**config.mk**
```make
export PLATFORM = sky130hd
export DESIGN_NAME = bls_bus_sizer
export DESIGN_NICKNAME = d
export VERILOG_FILES = /design/src/include/bls_pkg.sv /design/src/design/bls_bus_sizer.sv /design/src/design/bls_req_buf.sv /design/src/design/bls_lane_gen.sv
export SDC_FILE = /design/constraint.sdc
export NUM_CORES = 1
export LEC_CHECK = 0
export ABC_AREA = 1
export BUFFER_PORTS_ARGS = -buffer_cell sky130_fd_sc_hd__buf_2
export CORE_MARGIN = 5
export CORE_UTILIZATION = 30
export CTS_BUF_LIST = sky130_fd_sc_hd__clkbuf_2 sky130_fd_sc_hd__clkbuf_4 sky130_fd_sc_hd__clkbuf_8
export DETAILED_ROUTE_END_ITERATION = 8
export PLACE_DENSITY = 0.51
export SLEW_MARGIN = 20
export SYNTH_ARGS = -nofsm -noshare
export SYNTH_HDL_FRONTEND = slang
export SYNTH_HIERARCHICAL = 1
export SYNTH_SLANG_ARGS = --single-unit
```
**constraint.sdc**
```tcl
create_clock -name clk -period 7.3 [get_ports clk]
set_clock_uncertainty 0.15 [all_clocks]
set_input_delay 0.365 -clock clk [delete_from_list [all_inputs] [get_ports clk]]
set_output_delay 0.365 -clock clk [all_outputs]
set_load 0.02 [all_outputs]
```
**src/include/bls_pkg.sv**
```systemverilog
package bls_pkg;

	// Transfer sizes of a logical operand.
	localparam logic [1:0] SIZE_BYTE = 2'h0;
	localparam logic [1:0] SIZE_WORD = 2'h1;
	localparam logic [1:0] SIZE_DWORD = 2'h2;

	// Lane masks, active high inside the block.
	localparam logic [3:0] LANES_NONE = 4'h0;
	localparam logic [3:0] LANES_UPPER = 4'hC;
	localparam logic [3:0] LANES_SEL_IDLE_N = 4'hF;
	localparam logic [3:0] MASK_BYTE = 4'h1;
	localparam logic [3:0] MASK_WORD = 4'h3;
	localparam logic [3:0] MASK_DWORD = 4'hF;

	// Address spaces.
	localparam logic [31:0] IO_ADDR_MASK = 32'h0000FFFF;
	localparam logic [31:0] COP_IO_BASE = 32'h800000F8;
	localparam logic [31:0] COP_IO_OFS_MASK = 32'h00000007;

	// Reset values of the bus outputs.
	localparam logic [29:0] RST_DWORD_ADDR = 30'h00000000;
	localparam logic [31:0] RST_DATA = 32'h00000000;

	// Bus timing: one bus state is one clock of 20 ns.
	localparam int CLK_PERIOD_NS = 20;
	localparam int BUS_STATE_NS = 20;
	localparam int MIN_BUS_STATES = 2;
	localparam int MIN_CYCLE_CLKS =
		(MIN_BUS_STATES * BUS_STATE_NS + CLK_PERIOD_NS - 1) / CLK_PERIOD_NS;

	typedef struct packed {
		logic [31:0] addr;
		logic [1:0] size;
		logic write;
		logic io;
		logic cop;
		logic [31:0] wdata;
	} bls_req_t;

	typedef enum logic [1:0] {
		ST_IDLE,
		ST_ADDR,
		ST_DATA
	} bls_state_t;

endpackage

```
**src/design/bls_bus_sizer.sv**
```systemverilog
`timescale 1ns/1ps
// Behaviour
// - Lane select asserted only for participating bytes.
// - Asserted lane selects always contiguous.
// - Bus cycle lasts at least two states.
// - Operands crossing a dword boundary split into several cycles.
// - Memory full range, programmed I/O 64 KB.
// - Coprocessor I/O at eight addresses from 800000F8.
// - Upper 30 address bits driven directly.
// - Half-width input sampled every bus cycle.
// - Half-width cycles carry bytes on low lines.
// - Low-half-only lanes ignore half-width input.
// - Upper-only half-width reads use low lines.
// - Upper-only writes copy upper onto lower.
// - Split reads: bytes 0-1 then 2-3.
// - Split writes copy bytes 2-3 second.
// - Second split cycle keeps lanes 0-1 negated.
module bls_bus_sizer (
	clk,
	reset,
	req_valid,
	req,
	req_ready,
	rd_valid,
	rd_data,
	bus_start,
	bus_write,
	bus_mem,
	byte_lane_select_n,
	dword_address,
	data_lines_in,
	data_lines_out,
	data_lines_oe,
	half_width_port_n,
	ready_n
);
	input wire logic clk;
	input wire logic reset;
	input wire logic req_valid;
	input bls_pkg::bls_req_t req;
	output logic req_ready;
	output logic rd_valid;
	output logic [31:0] rd_data;
	output logic bus_start;
	output logic bus_write;
	output logic bus_mem;
	output logic [3:0] byte_lane_select_n;
	output logic [29:0] dword_address;
	input wire logic [31:0] data_lines_in;
	output logic [31:0] data_lines_out;
	output logic data_lines_oe;
	input wire logic half_width_port_n;
	input wire logic ready_n;

	bls_pkg::bls_state_t st_q;
	bls_pkg::bls_req_t head;
	logic head_valid;
	logic [3:0] gen_lo;
	logic [3:0] gen_hi;
	logic [29:0] gen_dw;
	logic [63:0] gen_wide;

	logic [3:0] lo_q;
	logic [29:0] base_q;
	logic [63:0] wide_q;
	logic [63:0] acc_q;
	logic [1:0] off_q;
	logic [1:0] size_q;
	logic piece_hi_q;
	logic split2_q;
	logic cop_q;
	logic rd_valid_q;
	logic [31:0] rd_data_q;
	logic bus_start_q;
	logic bus_write_q;
	logic bus_mem_q;
	logic [3:0] lanes_n_q;
	logic [29:0] dw_q;
	logic [31:0] dout_q;
	logic oe_q;
	logic take;

	bls_req_buf u_buf (
		.clk(clk),
		.reset(reset),
		.in_valid(req_valid),
		.in_data(req),
		.in_ready(req_ready),
		.out_valid(head_valid),
		.out_data(head),
		.out_ready(take)
	);

	bls_lane_gen u_gen (
		.req(head),
		.lo_mask(gen_lo),
		.hi_mask(gen_hi),
		.base_dw(gen_dw),
		.wide(gen_wide)
	);

	// Sequencing decisions.
	wire [3:0] lanes_act = ~lanes_n_q;
	wire half = !half_width_port_n;
	wire upper_only = lanes_act[1:0] == 2'h0;
	assign take = (st_q == bls_pkg::ST_IDLE) && head_valid;
	wire at_end = (st_q == bls_pkg::ST_DATA) && !ready_n;
	wire split_now = at_end && half && lanes_act[1] && lanes_act[2]
		&& !split2_q;
	wire more_lo = at_end && !split_now && piece_hi_q
		&& lo_q != bls_pkg::LANES_NONE;
	wire done = at_end && !split_now && !more_lo;
	wire launch = take || split_now || more_lo;
	wire nxt_hi = take ? (gen_hi != bls_pkg::LANES_NONE) :
		split_now ? piece_hi_q : 1'b0;
	// Higher-order dword goes first when an operand spans two dwords.
	wire [3:0] nxt_lanes = take ? (nxt_hi ? gen_hi : gen_lo) :
		split_now ? (lanes_act & bls_pkg::LANES_UPPER) : lo_q;
	wire [29:0] nxt_base = take ? gen_dw : base_q;
	wire [29:0] nxt_dw = split_now ? dw_q :
		(nxt_hi ? nxt_base + 30'h00000001 : nxt_base);
	wire [63:0] wsrc = take ? gen_wide : wide_q;
	wire [31:0] wdw = nxt_hi ? wsrc[63:32] : wsrc[31:0];
	// Upper-only writes also present their bytes on the low half.
	wire [31:0] nxt_dout = (nxt_lanes[1:0] == 2'h0) ?
		{wdw[31:16], wdw[31:16]} : wdw;
	wire nxt_write = take ? head.write : bus_write_q;
	wire nxt_mem = take ? !(head.io || head.cop) : bus_mem_q;

	// Read byte capture, lane by lane.
	logic [31:0] cap;
	genvar gi;
	generate
		for (gi = 0; gi < 4; gi = gi + 1) begin : g_lane
			wire [7:0] old = piece_hi_q ? acc_q[32 + 8 * gi +: 8] :
				acc_q[8 * gi +: 8];
			wire [7:0] src;
			if (gi < 2) begin : g_lo
				assign src = data_lines_in[8 * gi +: 8];
			end else begin : g_hi
				assign src = (half && upper_only) ?
					data_lines_in[8 * (gi - 2) +: 8] :
					data_lines_in[8 * gi +: 8];
			end
			assign cap[8 * gi +: 8] = lanes_act[gi] ? src : old;
		end
	endgenerate

	wire [63:0] acc_nx = piece_hi_q ? {cap, acc_q[31:0]} :
		{acc_q[63:32], cap};
	wire [63:0] shifted = acc_nx >> {off_q, 3'h0};
	wire [31:0] size_mask = (size_q == bls_pkg::SIZE_BYTE) ? 32'h000000FF :
		(size_q == bls_pkg::SIZE_WORD) ? 32'h0000FFFF : 32'hFFFFFFFF;
	wire [31:0] rd_result = shifted[31:0] & size_mask;

	assign rd_valid = rd_valid_q;
	assign rd_data = rd_data_q;
	assign bus_start = bus_start_q;
	assign bus_write = bus_write_q;
	assign bus_mem = bus_mem_q;
	assign byte_lane_select_n = lanes_n_q;
	assign dword_address = dw_q;
	assign data_lines_out = dout_q;
	assign data_lines_oe = oe_q;

	always_ff @(posedge clk) begin
		if (reset) begin
			st_q <= bls_pkg::ST_IDLE;
		end else begin
			unique case (st_q)
				bls_pkg::ST_IDLE: if (take) st_q <= bls_pkg::ST_ADDR;
				bls_pkg::ST_ADDR: st_q <= bls_pkg::ST_DATA;
				bls_pkg::ST_DATA: begin
					if (launch) begin
						st_q <= bls_pkg::ST_ADDR;
					end else if (done) begin
						st_q <= bls_pkg::ST_IDLE;
					end
				end
			endcase
		end
	end

	// Bus pins: all but bus_start held for the whole cycle, idle lanes all negated.
	always_ff @(posedge clk) begin
		if (reset) begin
			bus_start_q <= 1'b0;
			bus_write_q <= 1'b0;
			bus_mem_q <= 1'b0;
			lanes_n_q <= bls_pkg::LANES_SEL_IDLE_N;
			dw_q <= bls_pkg::RST_DWORD_ADDR;
			dout_q <= bls_pkg::RST_DATA;
			oe_q <= 1'b0;
			split2_q <= 1'b0;
			piece_hi_q <= 1'b0;
		end else if (launch) begin
			bus_start_q <= 1'b1;
			bus_write_q <= nxt_write;
			bus_mem_q <= nxt_mem;
			lanes_n_q <= ~nxt_lanes;
			dw_q <= nxt_dw;
			dout_q <= nxt_dout;
			oe_q <= nxt_write;
			split2_q <= split_now;
			piece_hi_q <= nxt_hi;
		end else begin
			bus_start_q <= 1'b0;
			if (done) begin
				lanes_n_q <= bls_pkg::LANES_SEL_IDLE_N;
				oe_q <= 1'b0;
				split2_q <= 1'b0;
			end
		end
	end

	// Operand context for the whole transfer.
	always_ff @(posedge clk) begin
		if (take) begin
			lo_q <= gen_lo;
			base_q <= gen_dw;
			wide_q <= gen_wide;
			off_q <= head.addr[1:0];
			size_q <= head.size;
			cop_q <= head.cop;
		end
		if (at_end) begin
			acc_q <= acc_nx;
		end
	end

	always_ff @(posedge clk) begin
		if (reset) begin
			rd_valid_q <= 1'b0;
			rd_data_q <= bls_pkg::RST_DATA;
		end else begin
			rd_valid_q <= done && !bus_write_q;
			if (done && !bus_write_q) begin
				rd_data_q <= rd_result;
			end
		end
	end

	property p_lane_idle;
		@(posedge clk) disable iff (reset)
		st_q == bls_pkg::ST_IDLE |-> byte_lane_select_n == 4'hF;
	endproperty
	a_lane_idle: assert property (p_lane_idle)
		else $error("Lane select asserted outside a bus cycle.");

	property p_lane_contig;
		@(posedge clk) disable iff (reset)
		!(lanes_act inside {4'h5, 4'h9, 4'hA, 4'hB, 4'hD});
	endproperty
	a_lane_contig: assert property (p_lane_contig)
		else $error("Lane selects are not contiguous.");

	property p_min_states;
		@(posedge clk) disable iff (reset)
		bus_start |=> !bus_start && st_q == bls_pkg::ST_DATA;
	endproperty
	a_min_states: assert property (p_min_states)
		else $error("Bus cycle shorter than two states.");

	property p_io_range;
		@(posedge clk) disable iff (reset)
		bus_start && !bus_mem && !cop_q |-> dword_address[29:14] == 16'h0000;
	endproperty
	a_io_range: assert property (p_io_range)
		else $error("Programmed I/O address above 64 KB.");

	property p_cop_addr;
		@(posedge clk) disable iff (reset)
		bus_start && cop_q
		|-> !bus_mem && dword_address[29:1] == 29'h1000001F;
	endproperty
	a_cop_addr: assert property (p_cop_addr)
		else $error("Coprocessor cycle at wrong address.");

	property p_upper_copy;
		@(posedge clk) disable iff (reset)
		st_q != bls_pkg::ST_IDLE && bus_write && lanes_act[1:0] == 2'h0
		|-> data_lines_oe && data_lines_out[15:0] == data_lines_out[31:16];
	endproperty
	a_upper_copy: assert property (p_upper_copy)
		else $error("Upper-only write not copied to low lines.");

	property p_split_follow;
		@(posedge clk) disable iff (reset)
		split_now |=> bus_start && lanes_act == ($past(lanes_act) & 4'hC)
			&& dword_address == $past(dword_address);
	endproperty
	a_split_follow: assert property (p_split_follow)
		else $error("Split second cycle not issued as expected.");

	property p_split_low_off;
		@(posedge clk) disable iff (reset)
		split2_q && st_q != bls_pkg::ST_IDLE
		|-> byte_lane_select_n[1:0] == 2'h3;
	endproperty
	a_split_low_off: assert property (p_split_low_off)
		else $error("Low lanes asserted in second split cycle.");

	property p_low_only;
		@(posedge clk) disable iff (reset)
		at_end && lanes_act[3:2] == 2'h0
		|-> !split_now ##1 ($past(piece_hi_q) || st_q == bls_pkg::ST_IDLE);
	endproperty
	a_low_only: assert property (p_low_only)
		else $error("Half-width input split a low-half cycle.");

	property p_read_done;
		@(posedge clk) disable iff (reset)
		done && !bus_write |=> rd_valid ##1 !rd_valid;
	endproperty
	a_read_done: assert property (p_read_done)
		else $error("Read result not returned after last cycle.");
endmodule // bls_bus_sizer

```
**src/design/bls_req_buf.sv**
```systemverilog
`timescale 1ns/1ps
// Two-entry request buffer; its output word is always a register.
module bls_req_buf (
	clk,
	reset,
	in_valid,
	in_data,
	in_ready,
	out_valid,
	out_data,
	out_ready
);
	input wire logic clk;
	input wire logic reset;
	input wire logic in_valid;
	input bls_pkg::bls_req_t in_data;
	output logic in_ready;
	output logic out_valid;
	output bls_pkg::bls_req_t out_data;
	input wire logic out_ready;

	logic [1:0] cnt_q;
	logic [1:0] cnt_d;
	logic ready_q;
	bls_pkg::bls_req_t e0_q;
	bls_pkg::bls_req_t e1_q;
	wire push = in_valid && ready_q;
	wire pop = (cnt_q != 2'h0) && out_ready;

	assign cnt_d = cnt_q + {1'b0, push} - {1'b0, pop};
	assign in_ready = ready_q;
	assign out_valid = cnt_q != 2'h0;
	assign out_data = e0_q;

	always_ff @(posedge clk) begin
		if (reset) begin
			cnt_q <= 2'h0;
			ready_q <= 1'b1;
		end else begin
			cnt_q <= cnt_d;
			ready_q <= cnt_d != 2'h2;
		end
	end

	always_ff @(posedge clk) begin
		if (pop && cnt_q == 2'h2) begin
			e0_q <= e1_q;
		end else if (push && (cnt_q == 2'h0 || pop)) begin
			e0_q <= in_data;
		end
		if (push && cnt_q == 2'h1 && !pop) begin
			e1_q <= in_data;
		end
	end
endmodule // bls_req_buf

```
**src/design/bls_lane_gen.sv**
```systemverilog
`timescale 1ns/1ps
// Maps an operand onto one or two physical dwords.
module bls_lane_gen (
	req,
	lo_mask,
	hi_mask,
	base_dw,
	wide
);
	input bls_pkg::bls_req_t req;
	output logic [3:0] lo_mask;
	output logic [3:0] hi_mask;
	output logic [29:0] base_dw;
	output logic [63:0] wide;

	logic [31:0] eff;
	logic [3:0] nmask;
	logic [7:0] m8;

	// Programmed I/O stays in 64 KB; coprocessor cycles sit at 800000F8-800000FF.
	assign eff = req.cop ?
		(bls_pkg::COP_IO_BASE | (req.addr & bls_pkg::COP_IO_OFS_MASK)) :
		req.io ? (req.addr & bls_pkg::IO_ADDR_MASK) : req.addr;
	assign nmask = (req.size == bls_pkg::SIZE_BYTE) ? bls_pkg::MASK_BYTE :
		(req.size == bls_pkg::SIZE_WORD) ? bls_pkg::MASK_WORD :
		bls_pkg::MASK_DWORD;
	assign m8 = {4'h0, nmask} << eff[1:0];
	assign lo_mask = m8[3:0];
	assign hi_mask = m8[7:4];
	assign base_dw = eff[31:2];
	assign wide = {32'h00000000, req.wdata} << {eff[1:0], 3'h0};
endmodule // bls_lane_gen

```
==> results.cfg <==
[final_layout]
fin_area_sq_um = 23770
layout.nets = 2886
drive_above_1_share_pct = 16.44
area_growth_syn_to_layout_pct = 20.01

[clock_tree]
clock_sinks = 414
cts.repair.resized = 0
ctsHtreeMaxLevel = 3
cts_buffers = 77
clk_path_buf_depth = 3
cts.clk_slew.worst_paths_ns = 0.06
clock_latency_ns = 0.67
cts_tree = done
cts-root-buf = clkbuf_8

[sta]
hold_viol = 0
report.final.slew_viol_count = 0
fin_crit_ns = 4.667
rsz0062_at_grt = false
tightest_slew_ns = 1.064
timing.setup.tns_ns = 0
finalCritPeriodShare_pct = 63.93
slew_headroom_pct = 28.79
finalSetupViolCount = 0
fmax_mhz = 214.3

[floorplanning]
ios = 210
die_w_um = 267.0
dieArea_sq_um = 71270
initial_core_util_pct = 30.18
die_h_um = 267.0
row_count = 94
core_area_sq_um = 65630

[logic_synthesis]
ys_ff_latch = 414
synth_cell_types = 48
synth_area_per_cell_sq_um = 7.817
ys_seq_area_share_pct = 52.45
syn-instance-count = 2534
netlist_area_sq_um = 19810
yosys_warnings = 6

[critical_path]
critPathMaxFanout = 117
cp.required_ns = 7.74
endpoint_kind = flip-flop
start_kind = flip-flop
crit_type = flip-flop to flip-flop
cp.arrival_ns = 5.11

[drt]
antenna_left = 0
drtIter0Drc = 1440
drc = 0
wl_um = 59970
viasPerCell = 4.649
wl_per_cell_um = 16.18
drtPass1Iterations = 8
vias = 17232

[placement]
dp.final_hpwl_um = 42250
place.gp.congestion = 0.8690
place_area_sq_um = 21330
port_buffers = 209

[power_and_ir_drop]
leakage_nw = 10.79
power_density_nw_per_um2 = 454.0
p_total_mw = 10.79
peakVddDrop_v = 0.0002978

[global_routing]
grt_pass1_vias = 16241
antenna_found_initial = 3
grt_pass1_wl_um = 92740
grt_overflow = 0
grt_max_degree = 118
gr-usage-all-layers_pct = 16.26

[flow_run]
maxCapViolCount = 0

[hold_path]
hp-class = input pin to flip-flop

[run_status]
status = finished, final reports clean
[where the power goes]
group | internal [mW] | leakage [nW] | total, mW | switching [mW]
combinational | 1.34 | 6.27 | 4.68 | 3.34
clock | 1.34 | 0.893 | 2.38 | 1.04
sequential | 3.36 | 3.63 | 3.73 | 0.371
[sequential cells by signal (all words and copies together), names as in the netlist]
signal              cells
size_q                  2
lo_q                    4
data_lines_oe           1
bus_mem                 1
u_buf/in_ready          1
data_lines_out         32
bus_write               1
bus_start               1
dword_address          30
rd_data                32
acc_q                  64
st_q                    2
rd_valid                1
u_buf/out_data         69
piece_hi_q              1
off_q                   2
split2_q                1
u_buf/e1_q             69
u_buf/cnt_q             2
wide_q                 64
base_q                 30
byte_lane_select_n      4
[placed cells by master, fill, tap and decap left out, drive strengths merged, types with 2 or more instances in the layout]
master	netlist	final
nand2	961	961
inv	227	231
nand3	225	225
buf	79	224
edfxtp	210	210
dfxtp	204	204
o21ai	165	165
nor2	156	156
clkbuf	65	125
a21oi	104	104
dlygate4sd3	0	77
or2	42	42
nor3	15	15
o21a	14	14
o211ai	14	14
clkinv	1	13
nand4	9	9
conb	1	9
nand3b	8	8
a21boi	6	6
o21bai	6	6
xor2	6	6
a31oi	6	6
diode	0	3
o22ai	2	2
ha	2	2
[cell type report]
class	count	area, sq um
diodes	3	7.507
multi-input cells	1756	7838
well taps	864	1081
flip-flops and latches	414	10390
fillers	6912	41860
repair buffers	301	1929
clock inverters	16	130.1
clock buffers	125	1533
inverters	228	862.1
[Yosys cell counts, drive strengths merged]
| cell | count | share of area (%) |
|---|---|---|
| nand2 | 961 | 18 |
| inv | 227 | 4.3 |
| nand3 | 225 | 5.8 |
| edfxtp | 210 | 32 |
| dfxtp | 204 | 21 |
| o21ai | 165 | 4.2 |
| nor2 | 156 | 3.3 |
| a21oi | 104 | 2.8 |
| buf | 79 | 2.6 |
| clkbuf | 65 | 1.2 |
| or2 | 42 | 1.3 |
| nor3 | 15 | 0.46 |
| o211ai | 14 | 0.53 |
| o21a | 14 | 0.53 |
| nand4 | 9 | 0.28 |
| nand3b | 8 | 0.30 |
| a21boi | 6 | 0.23 |
| a31oi | 6 | 0.19 |
| o21bai | 6 | 0.23 |
| xor2 | 6 | 0.27 |
| ha | 2 | 0.13 |
| o22ai | 2 | 0.063 |
| a22oi | 1 | 0.038 |
| and2 | 1 | 0.032 |
| clkinv | 1 | 0.019 |
| conb | 1 | 0.019 |
| o211a | 1 | 0.051 |
| o221ai | 1 | 0.044 |
| o32a | 1 | 0.051 |
| xnor2 | 1 | 0.044 |
[critical path: stages, from the launching register on]
cell	delay, ns
dfxtp_1	0.43
inv_1	0.12
nand2_2	0.49
nand2_8	0.50
inv_4	0.16
buf_4	0.61
nand2_1	0.15
nand2_2	0.23
buf_4	0.50
a21oi_1	0.20
a21oi_4	0.51
nand2_4	0.23
nand2_1	0.12
nand3_1	0.07
nand2_1	0.08
[cell families (layout without fill, tap and decap cells)]
kind of cell               after synthesis  count (layout)  synth area share, %
AOI/OAI and AO/OA                      321             321                8.900
xor gates and xnor gates                 7               7               0.3095
adders and majority gates                2               2               0.1263
buffers and inverters                  372             670                8.205
DFF                                    414             414                52.45
other                                    1              12              0.01893
and+or+nand+nor                       1417            1417                29.99
[per-layer routing]
layer | global-route usage [%] | wire length (um)
met1 | 22.74 | 27810
met3 | 3.097 | 3809
met5 | 0 | 0
met2 | 25.58 | 26980
met4 | 5.080 | 1374
[timing repair]
| action | in CTS | in global routing |
|---|---|---|
| endpoints found under the hold margin | 143 | 0 |
| hold buffers | 77 | 0 |
| buffers inserted | 0 | 0 |
[final timing paths]
| path | start | to | slack [ns] | cells after the start |
|---|---|---|---|---|
| worst max register to register | u_buf/cnt_q[0] | data_lines_out[2] | 2.63 | 14 |
| worst min register to register | wide_q[8] | wide_q[8] | 0.30 | 2 |
| worst max-delay path | u_buf/cnt_q[0] | data_lines_out[2] | 2.63 | 14 |
| worst min-delay path | req_valid | u_buf/in_ready | 0.09 | 4 |
[metrics by stage]
stage / setup WS (ns) / instances / hold WS, ns / utilization, %
floorplan: 0.3045 / 2542 / 0.2677 / -
global placement: 2.353 / 3486 / 0.2852 / 32.50
detailed placement: 2.183 / 3486 / 0.2864 / 32.50
CTS: 2.174 / 3704 / 0.01352 / 36.20
global route: 2.056 / 3706 / 0.07401 / 36.22
finish: 2.633 / 3707 / 0.08507 / 36.22
(Power assumes the default switching activity.)
